$ cat src/pwm3_map.svh
// register offsets, field positions and reset values of the pwm block
`ifndef PWM3_MAP_SVH
`define PWM3_MAP_SVH
`define PWM_OFS_HALF_PERIOD 8'h00
`define PWM_OFS_DEAD_TIME   8'h01
`define PWM_OFS_MIN_PULSE   8'h02
`define PWM_OFS_DUTY_A      8'h03
`define PWM_OFS_DUTY_B      8'h04
`define PWM_OFS_DUTY_C      8'h05
`define PWM_OFS_SEGMENT     8'h06
`define PWM_OFS_GATE        8'h07
`define PWM_OFS_MODE        8'h08
`define PWM_OFS_SYNC_WIDTH  8'h09
`define PWM_OFS_SW_TRIP     8'h0A
`define PWM_OFS_STATUS      8'h0B
`define PWM_OFS_SHUT_CLEAR  8'h0C
`define PWM_MODE_DOUBLE_BIT 6
`define PWM_STAT_TRIP_BIT   0
`define PWM_STAT_SHUT_BIT   1
`define PWM_STAT_HALF_BIT   3
`define PWM_SEG_XOVER_LSB   6
`define PWM_GATE_HI_EN_BIT  8
`define PWM_GATE_LO_EN_BIT  9
`define PWM_RST_HALF_PERIOD 16'h0000
`define PWM_RST_DEAD_TIME   10'h000
`define PWM_RST_MIN_PULSE   10'h000
`define PWM_RST_DUTY        16'h0000
`define PWM_RST_SEGMENT     9'h03F
`define PWM_RST_GATE        10'h000
`define PWM_RST_MODE        16'h0000
`define PWM_RST_SYNC_WIDTH  8'h27
`endif

$ cat src/pwm3_pkg.sv
// types shared by the three-phase pwm generator
package pwm3_pkg;
    typedef enum logic [0:0] {
        HALF_FIRST  = 1'b0,
        HALF_SECOND = 1'b1
    } half_type;
    typedef logic [15:0] word_type;
endpackage

$ cat src/three_phase_pwm_generator.sv
// three-phase center-based pwm generator with shutdown and gate chopping
// What this block does
// RL1: six active-high outputs, three complementary pairs
// RL2: period, dead time, min pulse registers
// RL3: one duty register per phase pair
// RL4: one enable bit per output
// RL5: crossover bit swaps high and low
// RL6: 8-bit field sets chopping frequency
// RL7: separate chop enables, high and low
// RL8: mode bit 6 selects double update
// RL9: single update latches once per period
// RL10: double update latches again at midpoint
// RL11: sync at start, also midpoint if double
// RL12: sync width set by register
// RL13: trip pin low forces outputs off
// RL14: overcurrent sense low shuts outputs
// RL15: hardware shutdown path is unclocked
// RL16: software trip write shuts outputs
// RL17: status shows trip level, half period
// RL18: shutdown sources combined, reset timing
// RL19: sync and shutdown interrupt pulses
// RL20: 17-bit timer, center-based dead-time pairs
// RL21: period value is half period ticks
// RL22: period accepts values up to 0xffff
// RL23: 10-bit dead time, twice value ticks
// RL24: sync width value plus one, reset 0x27
// RL25: sync edge latches config, duty, segment
// RL26: status bit 3 marks second half
// RL27: on-time twice duty minus dead, clamped
`timescale 1ns/100ps
`include "pwm3_map.svh"
module three_phase_pwm_generator
    import pwm3_pkg::*;
(
    input  wire logic        ref_clk,
    input  wire logic        arst_n,
    input  wire logic [7:0]  dm_addr,
    input  wire logic        dm_wr,
    input  wire logic        dm_rd,
    input  wire logic [15:0] dm_wdata,
    output logic      [15:0] dm_rdata,
    input  wire logic        trip_input_n,
    input  wire logic        current_sense_input,
    output logic             phase_a_high_out,
    output logic             phase_a_low_out,
    output logic             phase_b_high_out,
    output logic             phase_b_low_out,
    output logic             phase_c_high_out,
    output logic             phase_c_low_out,
    output logic             period_sync_pulse,
    output logic             sync_irq,
    output logic             shutdown_irq
);

    // ------------------------------------------------------------
    // software registers
    // ------------------------------------------------------------
    word_type    half_period_q;
    logic [9:0]  dead_time_q;
    logic [9:0]  min_pulse_q;
    word_type    duty_q [3];
    logic [8:0]  segment_q;
    logic [9:0]  gate_q;
    word_type    mode_q;
    logic [7:0]  sync_width_q;
    logic        wr_swt;
    logic        wr_clr;

    assign wr_swt = dm_wr && (dm_addr == `PWM_OFS_SW_TRIP);
    assign wr_clr = dm_wr && (dm_addr == `PWM_OFS_SHUT_CLEAR);

    // register writes; data lands in shadows only at a sync edge
    always_ff @(posedge ref_clk or negedge arst_n) begin
        if (!arst_n) begin
            half_period_q <= `PWM_RST_HALF_PERIOD;
            dead_time_q   <= `PWM_RST_DEAD_TIME;
            min_pulse_q   <= `PWM_RST_MIN_PULSE;
            duty_q[0]     <= `PWM_RST_DUTY;
            duty_q[1]     <= `PWM_RST_DUTY;
            duty_q[2]     <= `PWM_RST_DUTY;
            segment_q     <= `PWM_RST_SEGMENT;
            gate_q        <= `PWM_RST_GATE;
            mode_q        <= `PWM_RST_MODE;
            sync_width_q  <= `PWM_RST_SYNC_WIDTH; // see RL24
        end else if (dm_wr) begin
            case (dm_addr)
                `PWM_OFS_HALF_PERIOD: half_period_q <= dm_wdata; // see RL22
                `PWM_OFS_DEAD_TIME:   dead_time_q <= dm_wdata[9:0]; // see RL2
                `PWM_OFS_MIN_PULSE:   min_pulse_q <= dm_wdata[9:0];
                `PWM_OFS_DUTY_A:      duty_q[0] <= dm_wdata; // see RL3
                `PWM_OFS_DUTY_B:      duty_q[1] <= dm_wdata;
                `PWM_OFS_DUTY_C:      duty_q[2] <= dm_wdata;
                `PWM_OFS_SEGMENT:     segment_q <= dm_wdata[8:0];
                `PWM_OFS_GATE:        gate_q <= dm_wdata[9:0];
                `PWM_OFS_MODE:        mode_q <= dm_wdata;
                `PWM_OFS_SYNC_WIDTH: sync_width_q <= dm_wdata[7:0]; // see RL12
                default: begin
                end
            endcase
        end
    end

    // ------------------------------------------------------------
    // shutdown controller
    // ------------------------------------------------------------
    logic shut_q;
    logic shut_src;
    logic shut_prev_q;

    // pins are level sources; software write is a one-shot source
    assign shut_src = !trip_input_n || !current_sense_input || wr_swt;

    // sticky shutdown; a new source beats a clear in the same cycle
    always_ff @(posedge ref_clk or negedge arst_n) begin
        if (!arst_n) begin
            shut_q <= 1'b0;
        end else if (shut_src) begin
            shut_q <= 1'b1; // see RL16, RL18
        end else if (wr_clr) begin
            shut_q <= 1'b0;
        end
    end

    // one-cycle interrupt on each new shutdown
    always_ff @(posedge ref_clk or negedge arst_n) begin
        if (!arst_n) begin
            shut_prev_q <= 1'b0;
        end else begin
            shut_prev_q <= shut_q;
        end
    end
    assign shutdown_irq = shut_q && !shut_prev_q; // see RL19

    // ------------------------------------------------------------
    // timing unit
    // ------------------------------------------------------------
    logic [16:0] tick_q;
    logic [16:0] tick_d;
    word_type    tm_s_q;
    logic [9:0]  dt_s_q;
    logic [9:0]  pd_s_q;
    word_type    duty_s_q [3];
    logic [8:0]  seg_s_q;
    logic        dbl_mode;
    logic        at_start;
    logic        at_mid;
    logic        latch_ev;
    logic        second_half;
    half_type    half_q;

    assign dbl_mode    = mode_q[`PWM_MODE_DOUBLE_BIT]; // see RL8
    assign second_half = (tick_q >= {1'b0, tm_s_q});
    assign at_start    = !shut_q && (tick_q == 17'h0_0000);
    // midpoint only counts once a real period is loaded
    assign at_mid      = !shut_q && (tm_s_q != 16'h0000)
                         && (tick_q == {1'b0, tm_s_q});
    assign latch_ev    = at_start || (dbl_mode && at_mid); // see RL9, RL10

    // full period is twice the half-period count
    always_comb begin
        tick_d = tick_q + 17'h0_0001;
        if (tick_d >= {tm_s_q, 1'b0}) begin
            tick_d = 17'h0_0000; // see RL21
        end
    end

    // shutdown holds the counter at period start
    always_ff @(posedge ref_clk or negedge arst_n) begin
        if (!arst_n) begin
            tick_q <= 17'h0_0000;
        end else if (shut_q) begin
            tick_q <= 17'h0_0000; // see RL18
        end else begin
            tick_q <= tick_d; // see RL20
        end
    end

    // shadow copies refresh on every sync edge
    always_ff @(posedge ref_clk or negedge arst_n) begin
        if (!arst_n) begin
            tm_s_q      <= `PWM_RST_HALF_PERIOD;
            dt_s_q      <= `PWM_RST_DEAD_TIME;
            pd_s_q      <= `PWM_RST_MIN_PULSE;
            duty_s_q[0] <= `PWM_RST_DUTY;
            duty_s_q[1] <= `PWM_RST_DUTY;
            duty_s_q[2] <= `PWM_RST_DUTY;
            seg_s_q     <= `PWM_RST_SEGMENT;
        end else if (latch_ev) begin
            tm_s_q      <= half_period_q; // see RL25
            dt_s_q      <= dead_time_q;
            pd_s_q      <= min_pulse_q;
            duty_s_q[0] <= duty_q[0];
            duty_s_q[1] <= duty_q[1];
            duty_s_q[2] <= duty_q[2];
            seg_s_q     <= segment_q;
        end
    end

    // half indicator: clear at start, set at midpoint
    always_ff @(posedge ref_clk or negedge arst_n) begin
        if (!arst_n) begin
            half_q <= HALF_FIRST;
        end else if (at_start) begin
            half_q <= HALF_FIRST;
        end else if (at_mid) begin
            half_q <= HALF_SECOND; // see RL26
        end
    end

    // ------------------------------------------------------------
    // sync pulse
    // ------------------------------------------------------------
    logic [8:0] sync_cnt_q;

    always_ff @(posedge ref_clk or negedge arst_n) begin
        if (!arst_n) begin
            sync_cnt_q <= 9'h000;
        end else if (latch_ev) begin
            sync_cnt_q <= {1'b0, sync_width_q} + 9'h001; // see RL24
        end else if (sync_cnt_q != 9'h000) begin
            sync_cnt_q <= sync_cnt_q - 9'h001;
        end
    end
    assign period_sync_pulse = (sync_cnt_q != 9'h000); // see RL11
    assign sync_irq          = latch_ev; // see RL19

    // ------------------------------------------------------------
    // per-phase edge compare and output control
    // ------------------------------------------------------------
    // per-half on-time, clamped to [0, tm], narrow pulses dropped
    function automatic logic [16:0] clamp_on(
        input logic signed [18:0] v,
        input logic [15:0]        tm,
        input logic [9:0]         pd
    );
        logic [16:0] r;
        r = 17'h0_0000;
        if (v <= 19'sd0) begin
            r = 17'h0_0000;
        end else if (v >= $signed({3'b000, tm})) begin
            r = {1'b0, tm};
        end else begin
            r = v[16:0];
        end
        if ((r < {7'h00, pd}) && (r != {1'b0, tm})) begin
            r = 17'h0_0000;
        end
        return r;
    endfunction

    logic [2:0] raw_hi;
    logic [2:0] raw_lo;
    logic [5:0] mixed;
    logic [5:0] out_q;
    logic [16:0] t2;

    assign t2 = tick_q - {1'b0, tm_s_q};

    genvar ph;
    generate
        for (ph = 0; ph < 3; ph++) begin : g_phase
            logic [16:0] hon;
            logic [16:0] lon;
            logic [16:0] tm17;
            // edges move away from duty instant by dead time
            assign hon = clamp_on($signed({3'b000, duty_s_q[ph]})
                         - $signed({9'h000, dt_s_q}), tm_s_q, pd_s_q);
            assign lon = clamp_on($signed({3'b000, tm_s_q})
                         - $signed({3'b000, duty_s_q[ph]})
                         - $signed({9'h000, dt_s_q}), tm_s_q, pd_s_q);
            assign tm17 = {1'b0, tm_s_q};
            // high centred on the period midpoint, low at both ends
            always_comb begin
                if (!second_half) begin
                    raw_hi[ph] = (tick_q + hon >= tm17); // see RL27, RL23
                    raw_lo[ph] = (tick_q < lon);
                end else begin
                    raw_hi[ph] = (t2 < hon);
                    raw_lo[ph] = (t2 + lon >= tm17);
                end
            end
        end
    endgenerate

    // chopping divider: field+1 ticks per half wave
    logic [7:0] chop_cnt_q;
    logic       chop_q;

    always_ff @(posedge ref_clk or negedge arst_n) begin
        if (!arst_n) begin
            chop_cnt_q <= 8'h00;
            chop_q     <= 1'b0;
        end else if (chop_cnt_q >= gate_q[7:0]) begin
            chop_cnt_q <= 8'h00; // see RL6
            chop_q     <= !chop_q;
        end else begin
            chop_cnt_q <= chop_cnt_q + 8'h01;
        end
    end

    // crossover, enables and chop mix; even bits high, odd bits low
    always_comb begin
        for (int i = 0; i < 3; i++) begin
            logic h;
            logic l;
            h = raw_hi[i];
            l = raw_lo[i];
            if (seg_s_q[`PWM_SEG_XOVER_LSB + i]) begin
                h = raw_lo[i]; // see RL5
                l = raw_hi[i];
            end
            h = h && seg_s_q[2*i]; // see RL4
            l = l && seg_s_q[2*i+1];
            if (gate_q[`PWM_GATE_HI_EN_BIT]) begin
                h = h && chop_q; // see RL7
            end
            if (gate_q[`PWM_GATE_LO_EN_BIT]) begin
                l = l && chop_q;
            end
            mixed[2*i]   = h;
            mixed[2*i+1] = l;
        end
    end

    always_ff @(posedge ref_clk or negedge arst_n) begin
        if (!arst_n) begin
            out_q <= 6'h00;
        end else if (shut_q) begin
            out_q <= 6'h00;
        end else begin
            out_q <= mixed;
        end
    end

    // hardware trip paths bypass every flop so a dead clock still
    // turns the inverter off
    logic hw_ok;
    assign hw_ok = trip_input_n && current_sense_input && !shut_q;
    assign phase_a_high_out = out_q[0] && hw_ok; // see RL13, RL14, RL15
    assign phase_a_low_out  = out_q[1] && hw_ok; // see RL1
    assign phase_b_high_out = out_q[2] && hw_ok;
    assign phase_b_low_out  = out_q[3] && hw_ok;
    assign phase_c_high_out = out_q[4] && hw_ok;
    assign phase_c_low_out  = out_q[5] && hw_ok;

    // ------------------------------------------------------------
    // register read port
    // ------------------------------------------------------------
    // read data appears the cycle after the strobe
    always_ff @(posedge ref_clk or negedge arst_n) begin
        if (!arst_n) begin
            dm_rdata <= 16'h0000;
        end else if (dm_rd) begin
            case (dm_addr)
                `PWM_OFS_HALF_PERIOD: dm_rdata <= half_period_q;
                `PWM_OFS_DEAD_TIME:   dm_rdata <= {6'h00, dead_time_q};
                `PWM_OFS_MIN_PULSE:   dm_rdata <= {6'h00, min_pulse_q};
                `PWM_OFS_DUTY_A:      dm_rdata <= duty_q[0];
                `PWM_OFS_DUTY_B:      dm_rdata <= duty_q[1];
                `PWM_OFS_DUTY_C:      dm_rdata <= duty_q[2];
                `PWM_OFS_SEGMENT:     dm_rdata <= {7'h00, segment_q};
                `PWM_OFS_GATE:        dm_rdata <= {6'h00, gate_q};
                `PWM_OFS_MODE:        dm_rdata <= mode_q;
                `PWM_OFS_SYNC_WIDTH:  dm_rdata <= {8'h00, sync_width_q};
                `PWM_OFS_STATUS: begin
                    dm_rdata <= 16'h0000; // see RL17
                    dm_rdata[`PWM_STAT_TRIP_BIT] <= trip_input_n;
                    dm_rdata[`PWM_STAT_SHUT_BIT] <= shut_q;
                    dm_rdata[`PWM_STAT_HALF_BIT] <= half_q;
                end
                default: dm_rdata <= 16'h0000;
            endcase
        end
    end
endmodule

$ cat config.mk
export PLATFORM = sky130hd
export DESIGN_NAME = three_phase_pwm_generator
export DESIGN_NICKNAME = d
export VERILOG_FILES = /design/src/pwm3_pkg.sv /design/src/three_phase_pwm_generator.sv
export VERILOG_INCLUDE_DIRS = /design/src
export SDC_FILE = /design/constraint.sdc
export NUM_CORES = 2
export LEC_CHECK = 0
export BUFFER_PORTS_ARGS = -buffer_cell sky130_fd_sc_hd__buf_2
export CAP_MARGIN = 20
export CELL_PAD_IN_SITES_DETAIL_PLACEMENT = 1
export CELL_PAD_IN_SITES_GLOBAL_PLACEMENT = 2
export CORE_ASPECT_RATIO = 0.7
export CORE_UTILIZATION = 44
export CTS_BUF_LIST = sky130_fd_sc_hd__clkbuf_8
export CTS_CLUSTER_DIAMETER = 200
export DETAILED_ROUTE_END_ITERATION = 8
export GPL_ROUTABILITY_DRIVEN = 0
export HOLD_SLACK_MARGIN = 0.02
export PLACE_DENSITY_LB_ADDON = 0.1
export SLEW_MARGIN = 20
export SYNTH_ARGS = -nofsm -noshare
export SYNTH_HDL_FRONTEND = slang
export SYNTH_SLANG_ARGS = --single-unit
$ cat constraint.sdc
create_clock -name ref_clk -period 32.2 [get_ports ref_clk]
set_input_delay 8.05 -clock ref_clk [delete_from_list [all_inputs] [get_ports ref_clk]]
set_output_delay 8.05 -clock ref_clk [all_outputs]
set_load 0.05 [all_outputs]
Word-level counts from Yosys, hierarchy flattened
Index checks and enable logic that the tools add are counted.
{ "word_totals": {"ff_bits": 280, "input_bits": 30, "out_inout_bits": 25, "wordCells": 203} }
{ "op_classes": {"n_addsub": 20, "n_lt_le_gt_ge": 33, "eq_ne": 19, "n_mux": 47, "reduce_logical": 58} }
{ "ops": {"columns": ["cell", "n"], "rows": [
  ["$mux 17", 20],
  ["$pmux 16 s11", 1],
  ["$ge 17x16->1", 7],
  ["$add 17x17->17", 6],
  ["$lt 17x10->1", 6],
  ["$lt 17x17->1", 6],
  ["$ne 17x16->1", 6],
  ["$ge 17x17->1", 4],
  ["$ge 18x17->1", 3],
  ["$le 18x1->1 const B", 3],
  ["$sub 17x11->18", 3],
  ["$le 17x1->1 const B", 3],
  ["$sub 16x10->17", 3],
  ["$sub 16x16->17", 3],
  ["$eq 8x4->1 const B", 5],
  ["$logic_and 1x1->1", 33],
  ["$eq 8x3->1 const B", 4],
  ["$mux 1", 22],
  ["$reduce_and 2->1", 10],
  ["$mux 9", 2],
  ["$add 17x1->17 const B", 1],
  ["$eq 17x16->1", 1],
  ["$logic_not 17->1", 1],
  ["$sub 17x16->17", 1],
  ["other kinds (14)", 23]
]} }

Depth between registers and ports, before layout
{ "logic_depth": {"ltp_word": 16, "depth_mapped": 68, "depth_no_buf": 66} }

Worst setup path after synthesis
OpenSTA, ideal clock, no wires.
{ "synth_path": {"path_kind": "input -> output", "startpoint": "in current_sense_input", "endpoint": "out phase_a_high_out", "t_arrival_ps": 8700, "required_ps": 24150, "setup_slack_ps": 15450, "cell_stages": 3, "n_path_buf": 0, "path_cell_list": "nand2_1 nor2_1 and2_1"} }
{ "synth_via": {"elab_chain_len": 3} }
{ "synth_lines": {"columns": ["item", "line", "text"], "rows": [
  ["start, declared", "three_phase_pwm_generator.sv:43", "input wire logic current_sense_input,"],
  ["$logic_and 1x1->1 (2 in series)", "three_phase_pwm_generator.sv:338", "assign hw_ok = trip_input_n && current_sense_input && !shut_q;"],
  ["$logic_and 1x1->1", "three_phase_pwm_generator.sv:339", "assign phase_a_high_out = out_q[0] && hw_ok;"],
  ["end, declared", "three_phase_pwm_generator.sv:44", "output logic phase_a_high_out,"]
]} }
Every way passes these cells.

Final worst setup path
{ "layout_path": {"startpoint": "in trip_input_n", "endpoint": "out phase_a_high_out"} }
{ "layout_via": {"elab_chain_len": 3} }
{ "layout_lines": {"columns": ["item", "line", "text"], "rows": [
  ["start, declared", "three_phase_pwm_generator.sv:42", "input wire logic trip_input_n,"],
  ["$logic_and 1x1->1 (2 in series)", "three_phase_pwm_generator.sv:338", null],
  ["$logic_and 1x1->1", "three_phase_pwm_generator.sv:339", null]
]} }
Every way passes these cells.

==> impl_metrics.py <==
metrics = {
    "placement": {
        "port-buffer-count": 54,
        "hpwl_um": 123600,
        "dp_slack_ns": 14.74,
        "place_area_um2": 37290,
    },
    "sta": {
        "skew_ns": 0.06334,
        "fin_hold_ws_ns": 0.4754,
        "hold_viol": 0,
        "slew_viol_final": 0,
        "max_slew_margin_pct": 22.60,
        "post-route-period-util_pct": 54.33,
        "worstMarginPinSlew_ns": 1.157,
        "rsz0062_at_grt": "false",
        "period_needed_ns": 17.49,
        "setup_tns_ns": 0,
        "setup_slack_ns": 14.71,
        "max_freq_mhz": 57.16,
        "setup-violations-final": 0,
    },
    "detailed_routing": {
        "wl_um": 159100,
        "via_per_inst": 6.494,
        "first_pass_iters": 6,
        "route.detailed.drc": 0,
        "wl_per_cell_um": 28.79,
        "dr.first_iter.drc_count": 3744,
        "vias": 35894,
        "ant_nets": 0,
    },
    "final_layout": {
        "area_growth_pct": 8.725,
        "seq_area_um2": 7027,
        "fin_area_um2": 38420,
        "nets": 5071,
        "multi_input_area_um2": 26490,
        "drive_above_1_share_pct": 10.16,
        "final_util_pct": 48.58,
        "num-fill-cells": 9676,
    },
    "synthesis": {
        "synthXorXnorAreaFrac_pct": 5.403,
        "synth_flop_cell": "dfrtp_1",
        "synth-seq-cells": 280,
        "synth_cells": 4351,
        "synthMuxAreaShare_pct": 5.018,
        "syn_area_um2": 35340,
        "synth_edf_count": 0,
        "synth_compound_area_share_pct": 24.37,
        "yosys.area_share.adder_pct": 21.83,
        "async_reset_ff_share_pct": 100.0,
        "syn-mean-instance-area_um2": 8.121,
        "synth_cell_types": 93,
        "yosys.area_share.simple_pct": 18.20,
        "synth_top_family_by_area": "compound AO/OA/AOI/OAI gates",
        "yosysWarnings": 0,
        "synth-seq-area-share_pct": 19.89,
    },
    "clock_tree": {
        "htreeDepth": 2,
        "cts.sinks": 280,
        "cts_inserted_buffers": 51,
        "cts_tree": "yes",
        "cts_resized": 0,
        "cts-root-buf": "clkbuf_8",
        "cts_buffer_depth": 3,
        "cts_hold_buffers": 0,
        "clk_latency_ns": 0.72,
        "clkTransAtPathRegs_ns": 0.06,
        "post-cts-setup-buffers": 0,
    },
    "status": {
        "run_status": "complete, no violations",
    },
    "worst_setup_path": {
        "critPathLaunchType": "input pin",
        "cpPeakStageDelay_ns": 0.60,
        "cp_data_arrival_time_ns": 9.44,
        "required_ns": 24.15,
        "r2r-start": "tm_s_q[0]",
        "crit_end": "phase_a_high_out",
        "crit_chain": "buf_2, nand2_1, nor2_1, and2_1, buf_2",
        "timing.rr.end": "out_q[1]",
        "crit_path_max_fanout": 6,
        "r2r_setup_slack_ns": 17.34,
        "crit_type": "in2out",
        "crit_path_top_delay_cell": "nor2_1",
        "endpoint_kind": "output port",
        "reg2reg_depth": 58,
        "cpMostUsedCell": "buf_2",
        "crit_start": "trip_input_n",
    },
    "global_routing": {
        "grt_pass1_wl_um": 234800,
        "grt_use_total_pct": 38.60,
        "top_usage_layer": "met1",
        "grt_max_degree": 119,
        "grt_util_met3_pct": 7.896,
        "gr-total-overflow": 0,
        "grt_pass1_vias": 35510,
        "antenna_found_initial": 6,
        "grt_use_met2_pct": 56.09,
        "met1_usage_pct": 56.82,
    },
    "pwr": {
        "comb_power_share_pct": 49.8,
        "pwr-share-clk_pct": 25.4,
        "power.density_nw_per_um2": 40.41,
        "irDropWorstVdd_mv": 0.03750,
        "cellLeakagePower_nw": 19.26,
        "switching_share_pct": 43.71,
        "pwr-share-seq_pct": 24.8,
        "p_sw_mw": 0.6785,
        "p_int_mw": 0.8739,
    },
    "floorplanning": {
        "rows": 86,
        "dieArea_um2": 81460,
        "start_util_pct": 44.68,
        "fp.coreArea_um2": 79090,
        "die_y_um": 239.1,
        "fp.dieW_um": 340.7,
        "top_level_ports": 55,
    },
    "min_path": {
        "worstHoldPathType": "reg2reg",
    },
    "run": {
        "maxCapViolations": 0,
    },
}
-- power by group through the flow --
stage / registers [mW] / logic [mW] / clock network [mW]
after floorplan: 0.383 / 0.558 / 0
after global placement: 0.389 / 0.742 / 0
after detailed placement: 0.390 / 0.756 / 0
after CTS: 0.384 / 0.761 / 0.399
after global routing: 0.386 / 0.852 / 0.410
final: 0.384 / 0.773 / 0.395
-- registers in the layout, indices dropped and copies added (netlist names), 8 cells and up --
register / flops
pd_s_q: 10
duty_s_q: 48
chop_cnt_q: 8
min_pulse_q: 10
duty_q: 48
sync_width_q: 8
sync_cnt_q: 9
seg_s_q: 9
dead_time_q: 10
tick_q: 17
tm_s_q: 16
segment_q: 9
dm_rdata: 16
dt_s_q: 10
half_period_q: 16
mode_q: 16
gate_q: 10
-- cells in the mapped netlist, drive strengths merged, types with 22 or more instances --
| library cell | number | share of area [%] |
|---|---|---|
| nor3 | 80 | 1.1 |
| or2 | 37 | 0.66 |
| or3 | 33 | 0.58 |
| a22oi | 45 | 0.96 |
| o22ai | 33 | 0.58 |
| a21oi | 316 | 4.5 |
| a31oi | 31 | 0.55 |
| nand4 | 82 | 1.5 |
| clkbuf | 125 | 1.3 |
| and3 | 22 | 0.39 |
| a2111oi | 22 | 0.62 |
| nor2 | 305 | 3.2 |
| a21o | 139 | 3.0 |
| xnor2 | 161 | 4.0 |
| and2 | 28 | 0.50 |
| inv | 349 | 3.7 |
| o21a | 78 | 1.7 |
| o21bai | 49 | 1.0 |
| o211ai | 40 | 0.85 |
| dfrtp | 264 | 19 |
| ha | 591 | 21 |
| a211oi | 41 | 0.87 |
| o2111ai | 22 | 0.55 |
| nand3 | 103 | 1.5 |
| nand2b | 92 | 1.6 |
| nand2 | 318 | 3.4 |
| nor4 | 37 | 0.67 |
| mux2i | 23 | 0.65 |
| o21ai | 278 | 3.9 |
| nor2b | 88 | 1.6 |
| mux2 | 135 | 4.3 |
| xor2 | 57 | 1.4 |
-- worst min-delay path by stage --
stage,from,to,slack (ns),depth (start not counted)
6_report,segment_q[3],seg_s_q[3],0.48,2
5_1_grt,seg_s_q[0],seg_s_q[0],0.49,2
4_1_cts,seg_s_q[1],seg_s_q[1],0.47,2
3_5_place_dp,seg_s_q[1],seg_s_q[1],0.45,2
3_3_place_gp,seg_s_q[0],seg_s_q[0],0.45,2
2_1_floorplan,seg_s_q[4],seg_s_q[4],0.43,2
-- per-stage QoR --
stage,instances,power [mW]
2_1_floorplan,4356,0.9407
3_3_place_gp,5437,1.132
3_5_place_dp,5437,1.146
4_1_cts,5525,1.544
5_1_grt,5526,1.648
6_report,5527,1.552
-- worst max-delay path, delay by kind of cell --
family,cells,cell delay [ns]
buffers and inverters,2,0.37
AND/OR/NAND/NOR,3,1.02
-- placed cells by master, fill, tap and decap left out, types with 23 or more instances in the layout --
master	count
a211oi_1	41
a21o_1	137
a21oi_1	316
a22oi_1	45
a31oi_1	31
and2_1	26
buf_2	53
buf_4	108
clkbuf_8	62
dfrtp_1	264
ha_1	591
inv_1	359
mux2_2	135
mux2i_1	23
nand2_1	317
nand2b_1	92
nand3_1	103
nand4_1	82
nor2_1	305
nor2b_1	88
nor3_1	76
nor4_1	36
o211ai_1	40
o21a_1	78
o21ai_0	275
o21bai_1	49
o22ai_1	33
or2_2	37
or3_1	33
xnor2_1	161
xor2_1	57
-- per-layer routing --
layer	part of all wire, %	vias up
met5	0	-
li1	-	16148
met1	46	17895
met3	10	295
met2	40	1556
met4	3.1	0
-- layout make-up --
type,count,share of cell area (%)
Antenna cell,2,0.01303
Clock buffer,62,2.221
Clock inverter,26,0.7035
Inverter,356,3.478
Multi-Input combinational cell,3582,68.96
Sequential cell,280,18.29
Tap cell,1056,3.439
Timing Repair Buffer,163,2.892
-- cell families after synthesis --
family,Yosys count
adder cells (fa/ha/maj),607
multiplexers,159
AO/OA/AOI/OAI,1302
other,1
flip-flops,280
buffers and inverters,494
XOR/XNOR,218
AND/OR/NAND/NOR,1290
(Power assumes the default switching activity.)
